[src/inc/avps_defines.svh]
`ifndef AVPS_DEFINES_SVH
`define AVPS_DEFINES_SVH
// ==========================================================
// Command header
`define AVPS_CMD_TYPE 3'h3
`define AVPS_PIPE 2'h2
`define AVPS_OPCODE 3'h4
`define AVPS_SUBOP 8'h00
`define AVPS_DW_LEN 16'h0004
// ==========================================================
// Dword slots within the command
`define AVPS_DW_HDR 3'h0
`define AVPS_DW_AREA 3'h1
`define AVPS_DW_DIM 3'h2
`define AVPS_DW_PIC 3'h3
`define AVPS_DW_RES 3'h4
`define AVPS_DW_ITH 3'h5
`define AVPS_DW_PAD6 3'h6
`define AVPS_DW_PAD7 3'h7
`define AVPS_DW_LAST 3'h7
// ==========================================================
// Field positions (command dwords and register images alike)
`define AVPS_F_TYPE 31:29
`define AVPS_F_LEN 15:0
`define AVPS_F_AREA 14:0
`define AVPS_F_AREA_PAD 31:15
`define AVPS_F_ROWS 23:16
`define AVPS_F_COLS 7:0
`define AVPS_F_CR 28:24
`define AVPS_F_CB 20:16
`define AVPS_F_SCAN 15:13
`define AVPS_F_MONO 12
`define AVPS_F_SMG 10
`define AVPS_F_STRUCT 9:8
`define AVPS_F_FS 7:0
`define AVPS_F_RES 31:24
`define AVPS_F_RES_LOW 26:24
`define AVPS_F_OVR 17
`define AVPS_F_SYNC 16
`define AVPS_F_MISC 12:0
// ==========================================================
// Limits
`define AVPS_AREA_MAX 16'h7FFF
`define AVPS_QP_MAX 5'h0C
`define AVPS_QP_MIN 5'h14
`define AVPS_STRUCT_BAD 2'h2
`define AVPS_FS_MAX 8'h10
`define AVPS_MISC_MASK 13'h1DFF
// ==========================================================
// Register map
`define AVPS_R_CTRL 8'h00
`define AVPS_R_STAT 8'h04
`define AVPS_R_DIM 8'h08
`define AVPS_R_PIC 8'h0C
`define AVPS_R_RES 8'h10
`define AVPS_R_HDR 8'h14
`define AVPS_C_START 0
`define AVPS_ST_BUSY 0
`define AVPS_ST_DONE 1
`define AVPS_ST_ERR 2
`define AVPS_ST_QM 3
`define AVPS_ST_SLICE 4
`define AVPS_DIM_MASK 32'h00FF00FF
`define AVPS_PIC_MASK 32'h1F1FE7FF
`define AVPS_RES_MASK 32'hFF031DFF
`define AVPS_DIM_RST 32'h00000000
`define AVPS_PIC_RST 32'h00000010
`define AVPS_RES_RST 32'h00000000
`define AVPS_HDR_RST 32'h00000000
`define AVPS_ADDR_W_MIN 5
`endif

[src/inc/avps_pkg.sv]
`include "avps_defines.svh"
package avps_pkg;
  typedef struct packed {
    logic last;
    logic [31:0] dw;
  } avps_beat_t;

  typedef struct packed {
    logic [7:0] cols;
    logic [7:0] rows;
    logic [4:0] cr;
    logic [4:0] cb;
    logic [2:0] scan;
    logic smg;
    logic [1:0] pstruct;
    logic [7:0] fs;
    logic [7:0] res_off;
    logic sync_ovr;
    logic sync;
    logic [12:0] misc;
    logic [31:0] it_hdr;
  } avps_params_t;

  typedef enum {AVPS_IDLE, AVPS_CHECK, AVPS_SEND} avps_state_t;

  function automatic logic [15:0] avps_area(input logic [7:0] c, input logic [7:0] r);
    avps_area = {8'h00, c} * {8'h00, r};
  endfunction : avps_area

  function automatic logic avps_qp_ok(input logic [4:0] q);
    avps_qp_ok = ($signed(q) <= $signed(`AVPS_QP_MAX)) &&
                 ($signed(q) >= $signed(`AVPS_QP_MIN));
  endfunction : avps_qp_ok
endpackage : avps_pkg

[src/design/avps_sticky.sv]
`timescale 1ns/1ns
module avps_sticky (
  // Clock and reset
  input wire logic pclk,
  input wire logic presetn,
  // Control
  input wire logic set,
  input wire logic clr,
  output logic q
);
  // A set in the clearing cycle is kept
  always_ff @(posedge pclk or negedge presetn) begin
    if (!presetn) begin
      q <= 1'b0;
    end else if (set) begin
      q <= 1'b1;
    end else if (clr) begin
      q <= 1'b0;
    end
  end
endmodule : avps_sticky

[src/design/avps_cmd_fmt.sv]
`timescale 1ns/1ns
`include "avps_defines.svh"
module avps_cmd_fmt (
  // Parameter snapshot and slot
  input avps_pkg::avps_params_t prm,
  input wire logic [2:0] idx,
  // Formatted beat and legality
  output avps_pkg::avps_beat_t beat,
  output logic bad
);
  import avps_pkg::*;

  logic [15:0] area;

  assign area = avps_area(prm.cols, prm.rows); // RULE6

  always_comb begin
    beat.last = (idx == `AVPS_DW_LAST); // RULE2
    beat.dw = '0;
    unique case (idx)
      `AVPS_DW_HDR: begin
        beat.dw = {`AVPS_CMD_TYPE, `AVPS_PIPE, `AVPS_OPCODE, `AVPS_SUBOP, `AVPS_DW_LEN}; // RULE1
      end
      `AVPS_DW_AREA: begin
        beat.dw[`AVPS_F_AREA] = area[`AVPS_F_AREA]; // RULE5
      end
      `AVPS_DW_DIM: begin
        beat.dw[`AVPS_F_ROWS] = prm.rows; // RULE7
        beat.dw[`AVPS_F_COLS] = prm.cols; // RULE8
      end
      `AVPS_DW_PIC: begin
        beat.dw[`AVPS_F_CR] = prm.cr; // RULE9
        beat.dw[`AVPS_F_CB] = prm.cb; // RULE10
        beat.dw[`AVPS_F_SCAN] = prm.scan;
        beat.dw[`AVPS_F_MONO] = 1'b1; // RULE12
        beat.dw[`AVPS_F_SMG] = prm.smg;
        beat.dw[`AVPS_F_STRUCT] = prm.pstruct;
        beat.dw[`AVPS_F_FS] = prm.fs;
      end
      `AVPS_DW_RES: begin
        beat.dw[`AVPS_F_RES] = prm.res_off;
        beat.dw[`AVPS_F_OVR] = prm.sync_ovr;
        beat.dw[`AVPS_F_SYNC] = prm.sync;
        beat.dw[`AVPS_F_MISC] = prm.misc & `AVPS_MISC_MASK;
      end
      `AVPS_DW_ITH: begin
        beat.dw = prm.it_hdr;
      end
      `AVPS_DW_PAD6, `AVPS_DW_PAD7: begin
        beat.dw = '0;
      end
    endcase
  end

  // Illegal settings are refused before any dword leaves
  assign bad = (area > `AVPS_AREA_MAX) || // RULE6
               (prm.rows == '0) || (prm.cols == '0) || // RULE7 RULE8
               !avps_qp_ok(prm.cr) || !avps_qp_ok(prm.cb) || // RULE9 RULE10
               (prm.pstruct == `AVPS_STRUCT_BAD) || // RULE15
               (prm.fs > `AVPS_FS_MAX) || // RULE16
               (prm.res_off[2:0] != 3'h0); // RULE21
endmodule : avps_cmd_fmt

[src/design/avps_host.sv]
// Our own choices: the address map and register access over APB.
`timescale 1ns/1ns
`include "avps_defines.svh"
// ==========================================================
// Overview of operation
// RULE1 - First dword: type 3h, pipeline 2h, opcode 4h, sub-opcode 0h.
// RULE2 - Command is eight dwords; length field reads 0004h.
// RULE3 - Decoder holds parameters until reset or the next picture command.
// RULE4 - Picture command goes first each picture, before slice data.
// RULE5 - Area sits in dword 1 bits 14:0; bit 15 stays zero.
// RULE6 - Area equals width times height and fits fifteen bits.
// RULE7 - Height in dword 2 bits 23:16, from 1 to 255.
// RULE8 - Width in dword 2 bits 7:0, from 1 to 255.
// RULE9 - Cr offset in dword 3 bits 28:24, kept within -12..+12.
// RULE10 - Cb offset in dword 3 bits 20:16, same range.
// RULE11 - Bits 15..13 pick raster or special scan for three writes.
// RULE12 - Bit 12 of dword 3 is always written as one.
// RULE13 - Without scaling matrices the decoder uses flat built-in ones.
// RULE14 - With scaling matrices, a scaling matrix command must follow.
// RULE15 - Structure 00 frame, 01 top, 11 bottom; 10 never sent.
// RULE16 - Frame-store index 0..16, upper three bits zero.
// RULE17 - Index 0..15 selects motion write base from read bases.
// RULE18 - Index 16 uses top or bottom motion store base.
// RULE19 - Index normally 16.
// RULE20 - Decoder looks up order count by frame-store index.
// RULE21 - Residual offset in dword 4 bits 31:24, multiple of eight.
// RULE22 - Override set: sync flag only for intra blocks with neighbours.
// RULE23 - Override clear: command sync bit copied to every block.
// RULE24 - Dwords move one per cycle under valid/ready; update after all.
module avps_host #(
  parameter int ADDR_W = 8
) (
  // Clock and reset
  input wire logic pclk,
  input wire logic presetn,
  // APB slave
  input wire logic psel,
  input wire logic penable,
  input wire logic pwrite,
  input wire logic [ADDR_W-1:0] paddr,
  input wire logic [31:0] pwdata,
  output logic [31:0] prdata,
  output logic pready,
  output logic pslverr,
  // Command dword stream
  output logic cmd_valid,
  input wire logic cmd_ready,
  output avps_pkg::avps_beat_t cmd_beat,
  // Picture sequencing
  input wire logic qm_sent,
  output logic slice_data_ok,
  output logic matrix_cmd_due
);
  import avps_pkg::*;

  generate
    if (ADDR_W < `AVPS_ADDR_W_MIN) begin : g_bad_addr_w
      $error("ADDR_W too narrow for the register map");
    end
  endgenerate

  // ==========================================================
  // Register file
  logic [31:0] dim_q;
  logic [31:0] pic_q;
  logic [31:0] res_q;
  logic [31:0] hdr_q;
  logic [31:0] rd_d;
  logic [31:0] stat;
  logic hit_d;
  logic hit_q;
  logic setup;
  logic wr;
  logic start;
  logic take;
  logic busy;
  logic done_q;
  logic err_q;
  avps_params_t live;

  assign setup = psel && !penable;
  assign wr = psel && penable && pwrite && hit_q;
  assign pready = 1'b1;
  assign pslverr = psel && penable && !hit_q;

  always_comb begin
    stat = '0;
    stat[`AVPS_ST_BUSY] = busy;
    stat[`AVPS_ST_DONE] = done_q;
    stat[`AVPS_ST_ERR] = err_q;
    stat[`AVPS_ST_QM] = matrix_cmd_due;
    stat[`AVPS_ST_SLICE] = slice_data_ok;
  end

  always_comb begin
    rd_d = '0;
    hit_d = 1'b1;
    unique case (paddr)
      ADDR_W'(`AVPS_R_CTRL): rd_d = '0;
      ADDR_W'(`AVPS_R_STAT): rd_d = stat;
      ADDR_W'(`AVPS_R_DIM): rd_d = dim_q;
      ADDR_W'(`AVPS_R_PIC): rd_d = pic_q;
      ADDR_W'(`AVPS_R_RES): rd_d = res_q;
      ADDR_W'(`AVPS_R_HDR): rd_d = hdr_q;
      default: hit_d = 1'b0;
    endcase
  end

  // Read data is taken in the setup cycle so prdata comes from a flop
  always_ff @(posedge pclk or negedge presetn) begin
    if (!presetn) begin
      prdata <= '0;
      hit_q <= 1'b0;
    end else if (setup) begin
      prdata <= rd_d;
      hit_q <= hit_d;
    end
  end

  always_ff @(posedge pclk or negedge presetn) begin
    if (!presetn) begin
      dim_q <= `AVPS_DIM_RST;
      pic_q <= `AVPS_PIC_RST; // RULE19
      res_q <= `AVPS_RES_RST;
      hdr_q <= `AVPS_HDR_RST;
    end else if (wr) begin
      unique case (paddr)
        ADDR_W'(`AVPS_R_DIM): dim_q <= pwdata & `AVPS_DIM_MASK;
        ADDR_W'(`AVPS_R_PIC): pic_q <= pwdata & `AVPS_PIC_MASK;
        ADDR_W'(`AVPS_R_RES): res_q <= pwdata & `AVPS_RES_MASK;
        ADDR_W'(`AVPS_R_HDR): hdr_q <= pwdata;
        default: ;
      endcase
    end
  end

  assign start = wr && (paddr == ADDR_W'(`AVPS_R_CTRL)) && pwdata[`AVPS_C_START];

  always_comb begin
    live.cols = dim_q[`AVPS_F_COLS];
    live.rows = dim_q[`AVPS_F_ROWS];
    live.cr = pic_q[`AVPS_F_CR];
    live.cb = pic_q[`AVPS_F_CB];
    live.scan = pic_q[`AVPS_F_SCAN];
    live.smg = pic_q[`AVPS_F_SMG];
    live.pstruct = pic_q[`AVPS_F_STRUCT];
    live.fs = pic_q[`AVPS_F_FS];
    live.res_off = res_q[`AVPS_F_RES];
    live.sync_ovr = res_q[`AVPS_F_OVR];
    live.sync = res_q[`AVPS_F_SYNC];
    live.misc = res_q[`AVPS_F_MISC];
    live.it_hdr = hdr_q;
  end

  // ==========================================================
  // Command sequencer
  avps_state_t state_q;
  avps_params_t snap_q;
  avps_beat_t fmt_beat;
  logic [2:0] cnt_q;
  logic [2:0] idx;
  logic bad;
  logic accept;
  logic fin;

  assign busy = (state_q != AVPS_IDLE);
  // A start while busy is ignored
  assign take = start && !busy;
  assign accept = cmd_valid && cmd_ready;
  assign fin = accept && cmd_beat.last;
  assign idx = (state_q == AVPS_CHECK) ? `AVPS_DW_HDR : cnt_q + 3'h1;

  avps_cmd_fmt u_fmt (
    .prm(snap_q),
    .idx(idx),
    .beat(fmt_beat),
    .bad(bad)
  );

  // Snapshot keeps the command coherent if software rewrites mid-send
  always_ff @(posedge pclk or negedge presetn) begin
    if (!presetn) begin
      snap_q <= '0;
    end else if (take) begin
      snap_q <= live;
    end
  end

  always_ff @(posedge pclk or negedge presetn) begin
    if (!presetn) begin
      state_q <= AVPS_IDLE;
    end else begin
      unique case (state_q)
        AVPS_IDLE: if (take) state_q <= AVPS_CHECK;
        AVPS_CHECK: state_q <= bad ? AVPS_IDLE : AVPS_SEND;
        AVPS_SEND: if (fin) state_q <= AVPS_IDLE; // RULE2
      endcase
    end
  end

  always_ff @(posedge pclk or negedge presetn) begin
    if (!presetn) begin
      cnt_q <= '0;
    end else if (state_q == AVPS_CHECK) begin
      cnt_q <= `AVPS_DW_HDR;
    end else if (accept) begin
      cnt_q <= idx;
    end
  end

  // One dword per handshake, held while the decoder stalls
  always_ff @(posedge pclk or negedge presetn) begin
    if (!presetn) begin
      cmd_valid <= 1'b0;
      cmd_beat <= '0;
    end else if (state_q == AVPS_CHECK && !bad) begin
      cmd_valid <= 1'b1;
      cmd_beat <= fmt_beat; // RULE1
    end else if (fin) begin
      cmd_valid <= 1'b0; // RULE24
    end else if (accept) begin
      cmd_beat <= fmt_beat; // RULE24
    end
  end

  // ==========================================================
  // Status flags
  avps_sticky u_done (
    .pclk(pclk),
    .presetn(presetn),
    .set(fin),
    .clr(take),
    .q(done_q)
  );

  avps_sticky u_err (
    .pclk(pclk),
    .presetn(presetn),
    .set(state_q == AVPS_CHECK && bad),
    .clr(take),
    .q(err_q)
  );

  // Slice data may flow only once this picture's command is out
  avps_sticky u_slice (
    .pclk(pclk),
    .presetn(presetn),
    .set(fin), // RULE4
    .clr(take),
    .q(slice_data_ok)
  );

  avps_sticky u_qm (
    .pclk(pclk),
    .presetn(presetn),
    .set(fin && snap_q.smg), // RULE14
    .clr(qm_sent),
    .q(matrix_cmd_due)
  );

  logic [3:0] hb_q;

  always_ff @(posedge pclk or negedge presetn) begin
    if (!presetn) begin
      hb_q <= '0;
    end else if (state_q == AVPS_CHECK) begin
      hb_q <= '0;
    end else if (accept) begin
      hb_q <= hb_q + 4'h1;
    end
  end
endmodule : avps_host

[config.mk]
export PLATFORM = sky130hd
export DESIGN_NAME = avps_host
export DESIGN_NICKNAME = d
export VERILOG_FILES = /design/src/inc/avps_pkg.sv /design/src/design/avps_sticky.sv /design/src/design/avps_cmd_fmt.sv /design/src/design/avps_host.sv
export VERILOG_INCLUDE_DIRS = /design/src /design/src/inc
export SDC_FILE = /design/constraint.sdc
export NUM_CORES = 1
export LEC_CHECK = 0
export BUFFER_PORTS_ARGS = -buffer_cell sky130_fd_sc_hd__buf_2
export CAP_MARGIN = 0
export CORE_ASPECT_RATIO = 0.5
export CORE_UTILIZATION = 30
export DETAILED_ROUTE_END_ITERATION = 10
export GPL_TIMING_DRIVEN = 0
export PLACE_DENSITY = 0.42
export SYNTH_ARGS = -nofsm -noshare
export SYNTH_HDL_FRONTEND = slang
export SYNTH_SLANG_ARGS = --single-unit
[constraint.sdc]
create_clock -name pclk -period 12.59 [get_ports pclk]
set_input_delay 0 -clock pclk [delete_from_list [all_inputs] [get_ports pclk]]
set_output_delay 0 -clock pclk [all_outputs]
set_load 0.005 [all_outputs]
== After elaboration in Yosys (flattened, before gate mapping) ==
Cells that the tools add are included.
Operators by class
  reductions and logical operators: 49
  $lt $le $gt $ge: 6
  multipliers: 1
  add/subtract/negate cells: 1
  equality and inequality tests: 19
  mux-type cells: 30
Operators by type and width (count)
  $pmux W32 S5: 1
  $mux W33: 3
  $pmux W32 S3: 1
  $eq A32 B2 Y1 const B: 2
  $mux W32: 2
  $pmux W8 S7: 1
  $eq A32 B1 Y1 const B: 1
  $logic_not A32 Y1: 1
  $reduce_bool A32 Y1: 1
  $logic_not A8 Y1: 3
  $pmux W5 S4: 1
  $pmux W3 S3: 2
  $eq A8 B4 Y1 const B: 2
  $eq A8 B5 Y1 const B: 2
  $gt A16 B15 Y1 const B: 1
  $mul A8 B8 Y16: 1
  $logic_and A1 B1 Y1: 15
  $eq A3 B3 Y1 const B: 4
  $pmux W3 S4: 1
  $reduce_and A2 Y1: 6
  $reduce_bool A2 Y1: 6
  $ge A5 B5 Y1 const B: 2
  $le A5 B5 Y1 const B: 2
  $mux W3: 3
  22 further kinds: 42
Storage, ports and cells
  logic and storage cells: 133
  register bits: 293
  bits of input ports: 47
  output and inout bits: 70

== Logic depth before layout (Yosys ltp) ==
  depth after elaboration: 13
  mapped depth: 18
  depth with buffers taken out: 16

== Hierarchy ==
Synthesis repeated with hierarchy kept, for this count alone.
Second synthesis, totals
  cell total of the unflattened synthesis: 1155
  area, all modules: 13922.1 µm²
Modules (own cells, without submodules)
  avps_host: sequential area each 6507.5 µm², instances 1, area each 10657.7 µm², cells each 722
  avps_cmd_fmt: sequential area each 0.0 µm², instances 1, area each 3119.2 µm², cells each 421
  avps_sticky: sequential area each 25.0 µm², instances 4, area each 36.3 µm², cells each 3

== Least setup slack after synthesis ==
No wires, ideal clock.
  path kind: reg2reg
  from: register snap_q[86] (netlist bit)
  to: register cmd_beat[0] (netlist bit)
  slack: 7.600 ns
  clock period less this slack: 4.990 ns
  required time: 12.465 ns
  data arrival time: 4.865 ns
  stages on the path, launching flop included: 18
  library setup time: 0.125 ns
  path buffers: 2
  cells stage by stage: dfrtp_1 clkbuf_1 nand2_1 fa_1 fa_1 inv_1 fa_1 inv_1 fa_1 inv_1 ha_1 a21oi_1 o211ai_1 a311oi_1 xnor2_1 a31oi_2 buf_6 mux2_4
Between the ends
  cells in the longest elaborated chain, start to end: 13
  elaborated cells between the ends (all ways): 16
  classes of those cells: mul: 1; order compare: 1; eq/ne: 1; mux: 1; reduce/logical: 12
Ends and longest elaborated chain
  from (decl): RTL line avps_host.sv:158  | avps_params_t snap_q;
  from (signal assigned): RTL line avps_host.sv:185  | snap_q <= live;
  $mul A8 B8 Y16: RTL line avps_pkg.sv:27  | avps_area = {8'h00, c} * {8'h00, r};
  $gt A16 B15 Y1 (no line)
  $logic_or A1 B1 Y1 * (7 in a row): RTL line avps_cmd_fmt.sv:56  | assign bad = (area > `AVPS_AREA_MAX) ||
  $logic_not A1 Y1 *: RTL line avps_host.sv:216  | end else if (state_q == AVPS_CHECK && !bad) begin
  $logic_and A1 B1 Y1 *: RTL line avps_host.sv:216
  $ne A2 B1 Y1 (no line) or $reduce_bool A2 Y1 (tied branches)
  $reduce_and A2 Y1 (no line)
  to (signal assigned): RTL line avps_host.sv:218  | cmd_beat <= fmt_beat;
  to (signal assigned): RTL line avps_host.sv:222  | cmd_beat <= fmt_beat;
  to (decl): RTL line avps_host.sv:48  | output avps_pkg::avps_beat_t cmd_beat,
Every way passes the cells marked *; elsewhere a longest branch is shown, timed or not.
A chain may end at the register's enable or synchronous reset.

== Worst setup path in the final report ==
  from: register snap_q[85] (netlist bit)
  to: register cmd_beat[13] (netlist bit)
Between the ends
  cells in the longest elaborated chain, start to end: 13
  elaborated cells between the ends (all ways): 19
  classes of those cells: mul: 1; order compare: 1; eq/ne: 1; mux: 4; reduce/logical: 12
Ends and longest elaborated chain (RTL line)
  $mul A8 B8 Y16: avps_pkg.sv:27
  $gt A16 B15 Y1 (no line)
  $logic_or A1 B1 Y1 (7 in a row): avps_cmd_fmt.sv:56
  $logic_not A1 Y1: avps_host.sv:216
  $logic_and A1 B1 Y1: avps_host.sv:216
  $ne A2 B1 Y1 (no line) or $reduce_bool A2 Y1 (tied branches)
  $reduce_and A2 Y1 (no line)
Several ways; a longest one is shown, not always the timed one. The select of a mux whose other input is x is not followed.

==> impl_results.md <==
- Status: finished, violations left
- Failing checks: DRC
- Slowest stage cell, crit path: clkbuf_1
- Via count: 9570
- Mean routed wirelength per cell: 22.97 um
- Max-cap viol count: 0
- Fill cell count: around 4300
- Fin. max-slew vios: 0
- Worst-margin pin slew: 1.174 ns
- Power Dens Cells: around 110 nW/um2
- Die Ht: approximately 150 um
- Period utilisation layout: 50.02%
- Crit path buffers/inverters: 5
- Fin Hold WS: about 0.053 ns
- EDFF count, synth: 0
- Top-area cell type share of the netlist area: about 49%
- Worst EP required: approximately 13 ns
- Sequential share of the synthesized area: about half
- Crit path max-delay family: adder cells
- Worst min path class: input pin to async pin
- Synth Area per Inst: 12.23 um2
- Count of different cell masters after synthesis: between 60 and 70
- Routed WL: around 43000 um
- Crit start category: flop
- Worst Setup SP: snap_q[85]
- Initial Util: a little under a third
- Crit path cell chain: clkbuf_1 -> nand2_1 -> fa_1 -> fa_1 -> inv_1 -> fa_1 -> inv_1 -> fa_1 -> inv_1 -> ha_1 -> a21oi_1 -> o211ai_1 -> a311oi_1 -> xnor2_1 -> a31oi_2 -> buf_2 -> mux2i_1
- Final Instance Area: between 15000 and 20000 um2
- Total gr overflow: 0
- Post-synth ARST share: 100.0%
- Tmin final: 6.297 ns
- Setup violators final: 0
- Reg2Reg Depth: 17
- Vias in the first global route: about 9600
- Largest net degree at the start of global routing: about 110
- Crit-path max cell delay: roughly 0.68 ns
- Placed Area: ~15000 um2
- FF-to-FF End: cmd_beat[13]
- Top post-synthesis cells by area: dfrtp_1 49%, mux2_2 16%, fa_1 5.4%
- Fmax achieved: roughly 160 MHz
- Most used cell, CP: fa_1
- FP Rows: 54
- Core area: 43850 um2
- TritonCTS Buffers: 27
- Int Power: roughly 1.4 mW
- Final net count: about 1400
- Yosys reg bits: about 260
- # IOs: 117
- Clock slew seen by the registers of the worst setup and hold paths: about 0.060 ns
- Setup tns final: 0 ns
- Switching Share: 23.81%
- Clock Tree Root: clkbuf_16
- Clock latency on the worst-skew pair: roughly 0.56 ns
- R2R setup slack: approximately 6.3 ns
- Sw power: 426.8 uW
- All-Layer GR Usage: around a fifth
- CP Capture Point: cmd_beat[13]
- DP Wirelength: 31890 um
- Clock Sinks: between 200 and 300
- Worst EP arrival: between 6 and 7 ns
- Most common cell after layout, fill and taps aside: dfrtp_1
- Reg2Reg Launch Point: snap_q[85]
- Routability cong.: ~0.82
- CP Depth: 17
- Static Leak: 8.066 nW
- Worst Skew: ~0.015 ns
- RSZ-0062 raised after global routing: false
- Syn nets: ~1200
- Die area: 45590 um2
- Placed cell count: about 1800
- Ys flop type: dfrtp_1
- Synth Cell Area: between 10000 and 15000 um2
- Share of cells above drive strength 1: roughly 31%
- Clock share of power: between 40 and 50%
- P&R area growth vs syn: 20.00%
- Drt pass-1 iters: 8
- YS warnings: 0
- Area leader, netlist: dfrtp_1
- Util after Layout: a little under two fifths
- Worst slew margin: 21.72%
- DRT antenna net count: 0
- Fin cells: around 1900
- Post-Syn Instances: about 1100
- Final hold vios: 0
- Clock buffer depth: 3
- VDD IR max: between 90 and 100 uV
- Vias/cell: between 5 and 6
- Crit end category: flop
- Logic pwr share: under 10%
- Drt first-iter violations: 716
- Kind of critical path: flop to flop
- Htree depth: 1
- Crit Path Max Fanout: 10
- Die X: between 300 and 400 um
- Sequential share of power: 48.6%
- Initial antenna violation count: 2
- DRC errors left: 4
- Port bufs: between 100 and 150
- Most frequent cells in the layout: 262 x dfrtp_1, 189 x mux2_2, 119 x buf_2
- TritonCTS clock tree: done
- First-pass GRT wire length: 64080 um
## synthesized netlist by cell type (4+ instances only)
cell      count
mux2_4       20
mux2i_1      11
o211ai_1      6
nor2_1       19
nand2_1      84
dfrtp_1     262
xnor2_1       8
nor4_1        6
and2_1       48
inv_1        71
mux2_2      189
clkbuf_1     47
a22o_1        9
fa_1         36
nand4_1       7
o21ai_0      43
xor2_1        7
a21oi_1      25
nand2b_1      5
buf_4         7
a222oi_1     31
buf_1         5
ha_1         40
nand3_1      11
nor3_1        4
a21o_1        6
buf_2         6
buf_6         7
a31oi_1       7
a22oi_1      27
## how the worst min path moves through the flow
stage	from	to	slack (ns)	depth (start not counted)
floorplan	presetn	cmd_beat[0]	-0.30	0
global placement	qm_sent	u_qm.q	0.19	2
detailed placement	presetn	prdata[14]	-0.02	1
CTS	presetn	pic_q[14]	0.05	3
global route	presetn	cmd_beat[15]	0.08	3
finish	presetn	prdata[13]	0.05	3
## stage by stage
stage	setup WS (ns)	total power, mW
after CTS	6.235	1.812
after floorplan	7.600	0.9270
final	6.293	1.792
after detailed placement	6.271	0.9965
after global placement	6.278	0.9883
after global routing	5.953	1.858
## metal layers
| layer | share of wire (%) | global-route usage, % |
|---|---|---|
| met5 | 0 | 0 |
| met3 | 4.4 | 2.395 |
| met2 | 45 | 30.06 |
| met4 | 1.2 | 2.741 |
| met1 | 49 | 28.79 |
## power groups by stage
stage                     Clock [mW]  Sequential [mW]  Combinational, mW
after global placement             0            0.886              0.102
after global routing           0.855            0.872              0.131
after detailed placement           0            0.887              0.110
after floorplan                    0            0.885             0.0420
final                          0.803            0.871              0.119
after CTS                      0.820            0.871              0.121
## cell type report
| type | instances | area, um2 | area share (%) |
|---|---|---|---|
| Inverter | 71 | 266.5 | 1.656 |
| Clock buffer | 37 | 753.2 | 4.682 |
| Tap cell | 588 | 735.7 | 4.573 |
| Sequential cell | 263 | 6583 | 40.91 |
| Antenna cell | 1 | 2.502 | 0.01555 |
| Buffer | 72 | 356.6 | 2.216 |
| Timing Repair Buffer | 157 | 1061 | 6.595 |
| Clock inverter | 12 | 113.9 | 0.7077 |
| Multi-Input combinational cell | 690 | 6217 | 38.64 |
## flip-flops by register name, indices dropped and copies added (netlist names)
| signal | cells |
|---|---|
| cmd_beat | 33 |
| cmd_valid | 1 |
| cnt_q | 3 |
| dim_q | 16 |
| hdr_q | 32 |
| hit_q | 1 |
| pic_q | 24 |
| prdata | 32 |
| res_q | 22 |
| snap_q | 94 |
| state_q | 2 |
| u_done.q | 1 |
| u_err.q | 1 |
| u_qm.q | 1 |
## kinds of logic (layout without fill, tap and decap cells)
group                    Yosys count  count (layout)  share of synthesized area, %
multiplexers                     220             220                         18.93
XOR/XNOR                          15              15                        0.9799
flip-flops                       263             263                         49.09
other                              1               2                       0.02797
AND/OR/NAND/NOR                  202             202                         7.783
buffers and inverters            143             349                         4.647
adder cells (fa/ha/maj)           76              76                         9.108
AO/OA/AOI/OAI                    176             176                         9.425
## repair_timing
| action | CTS | global route |
|---|---|---|
| gates resized for setup | 0 | 0 |
| buffers inserted | 0 | 0 |
| hold buffers | 40 | 0 |
| endpoints found under the hold margin | 366 | 0 |
## worst min-delay path: stages
cell	delay, ns
dlygate4sd3_1	0.56
buf_8	0.15
buf_16	0.27
Note: power is estimated with default switching activity, not from simulation.
